`src/bsm_consts.vh`:
```
`ifndef BSM_CONSTS_VH
`define BSM_CONSTS_VH

// Register byte offsets (one 32-bit word each)
`define BSM_OFF_CTRL      12'h000
`define BSM_OFF_STATUS    12'h004
`define BSM_OFF_STATE     12'h008

// Control and enable register fields
`define BSM_CTRL_SCE_BIT  0
`define BSM_CTRL_RRE_BIT  1
`define BSM_CTRL_REQ_LSB  4
`define BSM_CTRL_REQ_MSB  6

// Status register fields
`define BSM_STS_SBP_BIT   0
`define BSM_STS_IBP_BIT   1
`define BSM_STS_RRF_BIT   2
`define BSM_STS_SCF_BIT   3

// Reset values
`define BSM_CTRL_RESET    32'h00000000

// State request codes
`define BSM_REQ_INSERTED  3'h1
`define BSM_REQ_ENABLED   3'h2
`define BSM_REQ_REMOVAL_REQUEST_ACTIVE    3'h3
`define BSM_REQ_ALLOWED   3'h4

// State encodings
`define BSM_ST_EMPTY      3'h0
`define BSM_ST_INSERTED   3'h1
`define BSM_ST_ENABLED    3'h2
`define BSM_ST_REMOVAL_REQUEST_ACTIVE     3'h3
`define BSM_ST_ALLOWED    3'h4

`endif

```
`src/bsm_sync.v`:
```
module bsm_sync #(
  parameter WIDTH = 3
) (
  // Clock and reset
  input  wire             clk,
  input  wire             arst_n,
  // Data
  input  wire [WIDTH-1:0] d_in,
  output wire [WIDTH-1:0] d_out
);

  reg [WIDTH-1:0] meta_q;
  reg [WIDTH-1:0] sync_q;

  always @(posedge clk or negedge arst_n) begin
    if (!arst_n) begin
      meta_q <= {WIDTH{1'b0}};
      sync_q <= {WIDTH{1'b0}};
    end else begin
      meta_q <= d_in;
      sync_q <= meta_q;
    end
  end

  assign d_out = sync_q;

endmodule // bsm_sync

```
`src/bsm_bay_state_machine.v`:
```
// Notes on behaviour
// - Enabled goes Empty when presence drops
// - Removal Requested goes Empty on presence loss
// - Removal Allowed goes Empty on presence loss
// - Software requests ignored while bay empty
// - Only hardware presence loss enters Empty
// - Only the write act triggers software request transitions
// - Request field sits in control bits 6:4
// - With device present, any target reachable
// - Requests honoured in Empty when device present
// - Empty plus 001b gives Inserted
// - Empty plus 010b gives Enabled
// - Inserted plus 010b gives Enabled
// - Enabled plus 011b gives Removal Requested
// - Inserted plus 100b gives Removal Allowed
// - Removal Requested plus 010b gives Enabled
// - Removal Requested plus 100b gives Allowed
// - Occupied when either presence flag set
// - Arrival moves Empty to Inserted if enabled
// - Button with enable gives Removal Requested from Inserted or Enabled
`include "bsm_consts.vh"

module bsm_bay_state_machine #(
  parameter ADDR_W = 12
) (
  // Clock and reset
  input  wire              CLK_SYS,
  input  wire              ARST_N,
  // APB slave
  input  wire              PSEL,
  input  wire              PENABLE,
  input  wire              PWRITE,
  input  wire [ADDR_W-1:0] PADDR,
  input  wire [31:0]       PWDATA,
  input  wire [3:0]        PSTRB,
  output reg  [31:0]       PRDATA,
  output reg               PREADY,
  output reg               PSLVERR,
  // Bay pins
  input  wire              SERIAL_BUS_PRESENCE,
  input  wire              ISOCHRONOUS_BUS_PRESENCE,
  input  wire              REMOVAL_BUTTON,
  // State out
  output reg  [2:0]        BAY_STATE
);

  localparam [2:0] ST_EMPTY    = `BSM_ST_EMPTY;
  localparam [2:0] ST_INSERTED = `BSM_ST_INSERTED;
  localparam [2:0] ST_ENABLED  = `BSM_ST_ENABLED;
  localparam [2:0] ST_REMOVAL_REQUEST_ACTIVE   = `BSM_ST_REMOVAL_REQUEST_ACTIVE;
  localparam [2:0] ST_ALLOWED  = `BSM_ST_ALLOWED;

  // Maps a request code to its target state; unassigned codes give EMPTY,
  // which callers treat as "no move" since Empty is never a software target
  function [2:0] req_target;
    input [2:0] code;
    begin
      case (code)
        `BSM_REQ_INSERTED: req_target = ST_INSERTED;
        `BSM_REQ_ENABLED:  req_target = ST_ENABLED;
        `BSM_REQ_REMOVAL_REQUEST_ACTIVE:   req_target = ST_REMOVAL_REQUEST_ACTIVE;
        `BSM_REQ_ALLOWED:  req_target = ST_ALLOWED;
        default:           req_target = ST_EMPTY;
      endcase
    end
  endfunction

  function addr_hit;
    input [ADDR_W-1:0] a;
    input [ADDR_W-1:0] off;
    begin
      addr_hit = (a == off);
    end
  endfunction

  // Pin synchronisers
  wire [2:0] pins_s;

  bsm_sync #(
    .WIDTH (3)
  ) u_sync (
    .clk    (CLK_SYS),
    .arst_n (ARST_N),
    .d_in   ({REMOVAL_BUTTON, ISOCHRONOUS_BUS_PRESENCE, SERIAL_BUS_PRESENCE}),
    .d_out  (pins_s)
  );

  wire serial_bus_presence_flag      = pins_s[0];
  wire isochronous_bus_presence_flag = pins_s[1];
  wire button_s                      = pins_s[2];

  reg        status_change_enable_q;
  reg        removal_request_enable_q;
  reg  [2:0] bay_state_request_q;
  reg        status_change_flag_q;
  reg        removal_request_flag_q;
  reg        present_q;
  reg        button_q;
  reg  [2:0] state_q;
  reg  [2:0] state_d;

  wire device_present = serial_bus_presence_flag | isochronous_bus_presence_flag;
  wire arrive         = device_present & ~present_q;
  wire depart         = ~device_present & present_q;
  wire removal_request_active = removal_request_flag_q & removal_request_enable_q;

  wire setup_ok = PSEL & ~PENABLE;
  wire access   = PSEL & PENABLE;
  wire wr_acc   = access & PWRITE & PREADY;
  wire hit_ctrl = addr_hit(PADDR, `BSM_OFF_CTRL);
  wire hit_sts  = addr_hit(PADDR, `BSM_OFF_STATUS);
  wire hit_st   = addr_hit(PADDR, `BSM_OFF_STATE);
  wire mapped   = hit_ctrl | hit_sts | hit_st;

  wire ctrl_wr  = wr_acc & hit_ctrl & PSTRB[0];
  wire sts_wr   = wr_acc & hit_sts & PSTRB[0];
  wire [2:0] wr_req = PWDATA[`BSM_CTRL_REQ_MSB:`BSM_CTRL_REQ_LSB];
  wire [2:0] wr_tgt = req_target(wr_req);
  // The write itself is the trigger; the stored field is readback only
  wire sw_go    = ctrl_wr & device_present & (wr_tgt != ST_EMPTY);

  // Enable rising edge with device already present also counts as arrival
  wire sce_rise = ctrl_wr & PWDATA[`BSM_CTRL_SCE_BIT] & ~status_change_enable_q;

  // Next state: presence loss outranks everything, then software, then button
  always @* begin
    state_d = state_q;
    case (state_q)
      ST_EMPTY: begin
        if (sw_go) begin
          state_d = wr_tgt;
        end else if (device_present && (
                     (arrive && status_change_enable_q) || sce_rise)) begin
          state_d = ST_INSERTED;
        end
      end
      ST_INSERTED: begin
        if (!device_present) begin
          state_d = ST_EMPTY;
        end else if (sw_go) begin
          state_d = wr_tgt;
        end else if (removal_request_active) begin
          state_d = ST_REMOVAL_REQUEST_ACTIVE;
        end
      end
      ST_ENABLED: begin
        if (!device_present) begin
          state_d = ST_EMPTY;
        end else if (sw_go) begin
          state_d = wr_tgt;
        end else if (removal_request_active) begin
          state_d = ST_REMOVAL_REQUEST_ACTIVE;
        end
      end
      ST_REMOVAL_REQUEST_ACTIVE: begin
        if (!device_present) begin
          state_d = ST_EMPTY;
        end else if (sw_go) begin
          state_d = wr_tgt;
        end
      end
      ST_ALLOWED: begin
        if (!device_present) begin
          state_d = ST_EMPTY;
        end else if (sw_go) begin
          state_d = wr_tgt;
        end
      end
      default: state_d = ST_EMPTY;
    endcase
  end
  // Software can never select Empty: wr_tgt is non-empty whenever sw_go is set

  always @(posedge CLK_SYS or negedge ARST_N) begin
    if (!ARST_N) begin
      state_q   <= ST_EMPTY;
      BAY_STATE <= ST_EMPTY;
      present_q <= 1'b0;
      button_q  <= 1'b0;
    end else begin
      state_q   <= state_d;
      BAY_STATE <= state_d;
      present_q <= device_present;
      button_q  <= button_s;
    end
  end

  // Control register and sticky flags; hardware set wins over software clear
  always @(posedge CLK_SYS or negedge ARST_N) begin
    if (!ARST_N) begin
      status_change_enable_q   <= 1'b0;
      removal_request_enable_q <= 1'b0;
      bay_state_request_q      <= 3'h0;
      status_change_flag_q     <= 1'b0;
      removal_request_flag_q   <= 1'b0;
    end else begin
      if (ctrl_wr) begin
        status_change_enable_q   <= PWDATA[`BSM_CTRL_SCE_BIT];
        removal_request_enable_q <= PWDATA[`BSM_CTRL_RRE_BIT];
        bay_state_request_q      <= wr_req;
      end
      if (arrive || depart) begin
        status_change_flag_q <= 1'b1;
      end else if (sts_wr && PWDATA[`BSM_STS_SCF_BIT]) begin
        status_change_flag_q <= 1'b0;
      end
      if (button_s && !button_q) begin
        removal_request_flag_q <= 1'b1;
      end else if ((sts_wr && PWDATA[`BSM_STS_RRF_BIT]) || !device_present) begin
        removal_request_flag_q <= 1'b0;
      end
    end
  end

  // APB answer: no wait state, ready in the first access cycle
  always @(posedge CLK_SYS or negedge ARST_N) begin
    if (!ARST_N) begin
      PREADY  <= 1'b0;
      PSLVERR <= 1'b0;
      PRDATA  <= 32'h00000000;
    end else begin
      PREADY  <= setup_ok;
      PSLVERR <= setup_ok & ~mapped;
      PRDATA  <= 32'h00000000;
      if (setup_ok && !PWRITE) begin
        if (hit_ctrl) begin
          PRDATA <= {25'h0000000, bay_state_request_q, 2'h0,
                     removal_request_enable_q, status_change_enable_q};
        end else if (hit_sts) begin
          PRDATA <= {28'h0000000, status_change_flag_q, removal_request_flag_q,
                     isochronous_bus_presence_flag, serial_bus_presence_flag};
        end else if (hit_st) begin
          PRDATA <= {29'h00000000, state_q};
        end
      end
    end
  end

endmodule // bsm_bay_state_machine

```
`config.mk`:
```
export PLATFORM = sky130hd
export DESIGN_NAME = bsm_bay_state_machine
export DESIGN_NICKNAME = d
export VERILOG_FILES = /design/src/bsm_sync.v /design/src/bsm_bay_state_machine.v
export VERILOG_INCLUDE_DIRS = /design/src /design/src/src
export SDC_FILE = /design/constraint.sdc
export NUM_CORES = 1
export LEC_CHECK = 0
export BUFFER_PORTS_ARGS = -buffer_cell sky130_fd_sc_hd__buf_4
export CAP_MARGIN = 0
export CORE_MARGIN = 1
export CORE_UTILIZATION = 38
export DETAILED_ROUTE_END_ITERATION = 7
export HOLD_SLACK_MARGIN = 0.12
export PLACE_DENSITY = 0.75
export SETUP_SLACK_MARGIN = 0.2
export SLEW_MARGIN = 20
export SYNTH_ARGS = -nofsm -noshare
export SYNTH_HDL_FRONTEND = slang
export SYNTH_SLANG_ARGS = --single-unit
```
`constraint.sdc`:
```
create_clock -name CLK_SYS -period 2.4 [get_ports CLK_SYS]
set_clock_uncertainty 0.1 [all_clocks]
set_input_delay 0.72 -clock CLK_SYS [delete_from_list [all_inputs] [get_ports CLK_SYS]]
set_output_delay 0.72 -clock CLK_SYS [all_outputs]
set_load 0.05 [all_outputs]
```
### Yosys cells after proc, flatten, opt, wreduce, memory -nomap -nowiden

Cells that the tools add are included.

| operators by class | value |
|---|---|
| reduce and logical (&&, ||, !) cells | 20 |
| muxes and demuxes | 17 |
| equality and inequality tests | 13 |
| bitwise gates (word level) | 24 |

Operator list:

| cell | number |
|---|---|
| 2-to-1 mux 3 bit | 8 |
| AND 1 bit | 16 |
| 2-to-1 mux 7 bit | 2 |
| == test 12 x 3 -> 1 bit (second input constant) | 1 |
| == test 12 x 4 -> 1 bit (second input constant) | 1 |
| == test 3 x 2 -> 1 bit (second input constant) | 4 |
| zero test 12 bit | 1 |
| one-hot mux 3 bit (4 select lines) | 1 |
| one-hot mux 3 bit (3 select lines) | 1 |
| == test 3 x 1 -> 1 bit (second input constant) | 2 |
| == test 3 bit (second input constant) | 2 |
| logical AND 1 bit | 6 |
| NOT 1 bit | 5 |
| 2-to-1 mux 1 bit | 4 |
| 2-to-1 mux 4 bit | 1 |
| inequality test 4 x 2 -> 1 bit (second input constant) | 1 |
| nonzero test 2 bit | 2 |
| OR reduction 2 bit | 2 |
| zero test 1 bit | 3 |
| zero test 3 bit | 1 |
| logical OR 1 bit | 3 |
| inequality test 3 x 2 -> 1 bit (second input constant) | 1 |
| inequality test 3 bit (second input constant) | 1 |
| bitwise OR 1 bit | 3 |
| 2 further kinds | 2 |

| storage, ports and cells | value |
|---|---|
| input bits | 56 |
| word-level logic and storage cells | 87 |
| output and inout bits | 37 |
| flip-flop bits (word level) | 52 |

### Logic depth before layout (Yosys ltp)

| logic depth | value |
|---|---|
| word-level depth | 12 |
| gate-level depth with buffers | 9 |
| depth with buffers taken out | 9 |

### By module

From an unflattened synthesis, not the netlist that was laid out.

| unflattened totals | value |
|---|---|
| cell total of the unflattened synthesis | 148 |
| area, all modules | 1,556.5 sq um |

Modules (own cells, without submodules):

| module | area an instance (sq um) | cells each | seq. area each (sq um) | times used |
|---|---|---|---|---|
| bsm_bay_state_machine | 1,406.3 | 142 | 525.5 | 1 |
| bsm_sync | 150.1 | 6 | 150.1 | 1 |

### Least setup slack after synthesis

OpenSTA, ideal clock, no wires.

| timing path | value |
|---|---|
| path kind | input port to flip-flop |
| from | input port PADDR[1] |
| to | register state_q[1] |
| path buffers | 1 |
| data required time | 2.221 ns |
| library setup time | 0.079 ns |
| data arrival time | 2.101 ns |
| setup slack | 0.120 ns |
| cell stages on the path | 7 |
| cell sequence | nor4_2 -> nand4_1 -> or3_1 -> buf_6 -> o31ai_4 -> or2_2 -> mux2i_1 |

| on the way | value |
|---|---|
| longest elaborated chain between the ends | 9 |
| elaborated cells between the ends (all ways) | 17 |
| those cells by class | eq/ne: 3; mux: 4; bitwise: 6; reduce/logical: 4 |

RTL lines:

| element | line | text |
|---|---|---|
| start, declared | bsm_bay_state_machine.v:33 | `input wire [ADDR_W-1:0] PADDR,` |
| zero test 12 bit * | bsm_bay_state_machine.v:72 | `addr_hit = (a == off);` |
| AND 1 bit * (2 in a row) | bsm_bay_state_machine.v:115 | `wire ctrl_wr = wr_acc & hit_ctrl & PSTRB[0];` |
| AND 1 bit (2 in a row) | bsm_bay_state_machine.v:123 | `` wire sce_rise = ctrl_wr & PWDATA[`BSM_CTRL_SCE_BIT] & ~status_change_enable_q; `` |
| logical OR 1 bit | bsm_bay_state_machine.v:133 | `(arrive && status_change_enable_q) \|\| sce_rise)) begin` |
| logical AND 1 bit | bsm_bay_state_machine.v:132 | `end else if (device_present && (` |
| inequality test 3 bit (no line) | n/a |  |
| AND reduction 3 bit (no line) | n/a |  |
| end signal, assigned | bsm_bay_state_machine.v:181 | `state_q <= state_d;` |
| end, declared | bsm_bay_state_machine.v:99 | `reg [2:0] state_q;` |

Mark *: on every way between the ends. The rest lies on a longest branch, timed or not.
A chain may end at the register's enable or synchronous reset.

### Worst setup path after layout

| timing path | value |
|---|---|
| from | input port PADDR[0] |
| to | register state_q[1] |

Same word-level chain as after synthesis.

==> run metrics <==
result of the run=finished, final reports clean; first-pass GRT wire length=4610 um; number of antenna repair diodes=0; fraction of registers with async set or reset after synthesis=100%; synthesis warning total=0; final-report hold violation count=0; number of antenna violations at the first check in global routing=0; total DRC errors in the routed layout=0; final number of max-transition violations=0; unrepaired setup endpoints after global routing=yes; CTS clock-pin slew for the worst setup and hold paths=0.09 ns; dominant cells by area after synthesis=sky130_fd_sc_hd__dfrtp_1, sky130_fd_sc_hd__buf_4, sky130_fd_sc_hd__nand2_1, sky130_fd_sc_hd__nor2_1, sky130_fd_sc_hd__nor4_4; sequential-to-total area share from yosys stat=44.8%; dpl cells=244; number of enable flip-flop cells after synthesis=0; leak pwr=0.913 nW; RD Place Congestion=0.849; fraction of synthesized cell area taken by the top area cell type=44.8%; average vias per placed instance=between 4 and 5; initial detailed-routing violation count=64; global route total overflow=0; routed length per instance=approximately 11 um; type of the worst setup path=primary input to flop; maximum number of pins on one net before global-route repair=28; fin crit period=2.14 ns; number of clock buffers inserted by TritonCTS=3; Floorplan Core Area=around 3700 um2; quantity of hold-fixing buffers added after cts=0; fraction of final layout cells sized beyond drive strength 1=between 30% and 40%; setup slack after placement=-0.134 ns; initial core utilization=40.3%; number of nets at the end of the flow=between 200 and 300; number of nets with antenna violations after detailed routing=0; Post-Route WL=approximately 2700 um; Worst Slack Setup Final=0.260 ns; half-perimeter wire length after detailed placement=about 2000 um; Cells after Synth=156; number of fill cells=~360; data arrival at the endpoint of the critical path=2.24 ns; Crit. End Element=flop; Finished Core Util=50.3%; leading cell type in the layout, fill and taps excluded=sky130_fd_sc_hd__buf_4; number of storage elements in the synthesis netlist=27; Max Cap Viol=0; multi-input logic area=717 um2; Vias=1158; number of levels in the clock H-tree=1; launching element type of the critical path=primary input; commonest register cell after synthesis=sky130_fd_sc_hd__dfrtp_1; register cell area after layout=roughly 680 um2; period utilization=89.2%; top cell type by total area after synthesis=sky130_fd_sc_hd__dfrtp_1; class of the tightest hold or removal check=primary input to async pin; die area=4230 um2; Die H=65.0 um; number of buffers on the longest clock path=2; clock tree from TritonCTS=yes; summed negative setup slack over all endpoints=0 ns; vias in the first global route=1091; Netlist cell types=41; Post-Synthesis Cell Area=approximately 1500 um2; power per cell area=677 nW/um2; Worst Path Required=2.50 ns; worst hold margin=0.247 ns; library cell used as clock root buffer=sky130_fd_sc_hd__clkbuf_8; drt first pass iters=4; per-instance average area after synthesis=9.67 um2; Die Wd=65.0 um; FP Rows=22; clock latency at the later pin of the worst-skew pair=0.27 ns; peak fanout along the critical path=5; Max IR drop VDD=~0.00033 V; Buffers on Ports=39; all-layer global routing usage=approximately 14%; most used cells in the layout excluding fill and tap cells=sky130_fd_sc_hd__buf_4, sky130_fd_sc_hd__dfrtp_1, sky130_fd_sc_hd__conb_1; maximum clock rate=around 0.47 GHz; post-layout instance count excluding filler cells=249; relative area change from synthesis to final layout=24.7%; total I/O pin count=93; Setup Viol. Count Final=0; CTS Sinks=27
worst max-delay path, cell delays in order:
cell,delay [ns]
sky130_fd_sc_hd__buf_4,0.12
sky130_fd_sc_hd__nor4_4,0.27
sky130_fd_sc_hd__nand4_1,0.15
sky130_fd_sc_hd__or3_4,0.41
sky130_fd_sc_hd__o31ai_4,0.22
sky130_fd_sc_hd__or2_4,0.18
sky130_fd_sc_hd__mux2i_1,0.17
metrics by stage:
step / area (um2) / power, W
after floorplan: 1610 / 0.000913
after global placement: 1800 / 0.000998
after detailed placement: 1800 / 0.00100
after CTS: 1850 / 0.00126
after global routing: 1880 / 0.00134
final: 1880 / 0.00127
synthesized netlist by cell type, types with 2 or more instances:
master	n
sky130_fd_sc_hd__and2_1	3
sky130_fd_sc_hd__a21oi_1	6
sky130_fd_sc_hd__nor3b_1	2
sky130_fd_sc_hd__o21ai_0	5
sky130_fd_sc_hd__o211ai_1	2
sky130_fd_sc_hd__or3_1	3
sky130_fd_sc_hd__inv_1	5
sky130_fd_sc_hd__nor4_4	2
sky130_fd_sc_hd__nand2_1	24
sky130_fd_sc_hd__nand2b_1	2
sky130_fd_sc_hd__buf_4	25
sky130_fd_sc_hd__nand3_1	2
sky130_fd_sc_hd__buf_2	3
sky130_fd_sc_hd__dfrtp_1	27
sky130_fd_sc_hd__mux2i_1	4
sky130_fd_sc_hd__nor2_1	12
sky130_fd_sc_hd__nor3_1	3
sky130_fd_sc_hd__nor2b_1	3
final cells by class:
| cell class | instances | area share (%) |
|---|---|---|
| Multi-Input combinational cell | 118 | 38.1 |
| Sequential cell | 27 | 35.9 |
| Clock buffer | 3 | 2.19 |
| Tap cell | 48 | 3.19 |
| Inverter | 5 | 0.997 |
| Clock inverter | 1 | 0.266 |
| Timing Repair Buffer | 47 | 19.3 |
timing repair:
action / in CTS / in global routing
setup endpoints to repair: 2 / 3
gates resized for setup: 1 / 6
pin swaps: 0 / 1
setup buffers: 0 / 1
per-layer routing:
metal / up-vias / GRT usage, % / part of all wire, %
li1: 566 / - / -
met1: 542 / 16.2 / 42
met2: 48 / 25.8 / 51
met3: 2 / 3.17 / 6.6
met4: 0 / 1.90 / 0.41
met5: - / 0 / 0
where the power goes:
part | switching [W] | leakage (nW) | internal, W
Clock | 0.000139 | 0.0255 | 0.000116
Sequential | 0.0000611 | 0.342 | 0.000483
Combinational | 0.000298 | 0.546 | 0.000178
Total | 0.000497 | 0.913 | 0.000777
kinds of logic (layout without fill, tap and decap cells):
logic type | Yosys count | in the layout | share of synthesized area, %
mux | 4 | 4 | 2.65
fa+ha+maj | 1 | 1 | 0.829
xor+xnor | 2 | 2 | 1.16
compound gates | 23 | 23 | 11.9
flops | 27 | 27 | 44.8
simple gates | 63 | 63 | 22.7
other cells | 1 | 25 | 0.249
buf+inv | 35 | 56 | 15.7
worst paths after layout:
check                      slack, ns  depth (start not counted)                       start                   endpoint
min in group CLK_SYS            0.26                          0  u_sync.meta_q[1]$_DFF_PN0_  u_sync.d_out[1]$_DFF_PN0_
max                             0.26                          7                    PADDR[0]     state_q[1]$_DFFE_PN0P_
min                             0.25                          1                      ARST_N          PSLVERR$_DFF_PN0_
min reg2reg                     0.26                          0  u_sync.meta_q[1]$_DFF_PN0_  u_sync.d_out[1]$_DFF_PN0_
max reg2reg                     0.41                          6      state_q[0]$_DFFE_PN0P_     state_q[1]$_DFFE_PN0P_
max in group asynchronous       1.70                          1                      ARST_N     state_q[2]$_DFFE_PN0P_
state kept, by name (all words and copies together) (netlist names):
signal	flops
u_sync.meta_q	3
button_q	1
present_q	1
status_change_enable_q	1
u_sync.d_out	3
status_change_flag_q	1
state_q	3
PREADY	1
removal_request_flag_q	1
bay_state_request_q	3
PRDATA	7
removal_request_enable_q	1
PSLVERR	1
(Power assumes the default switching activity.)
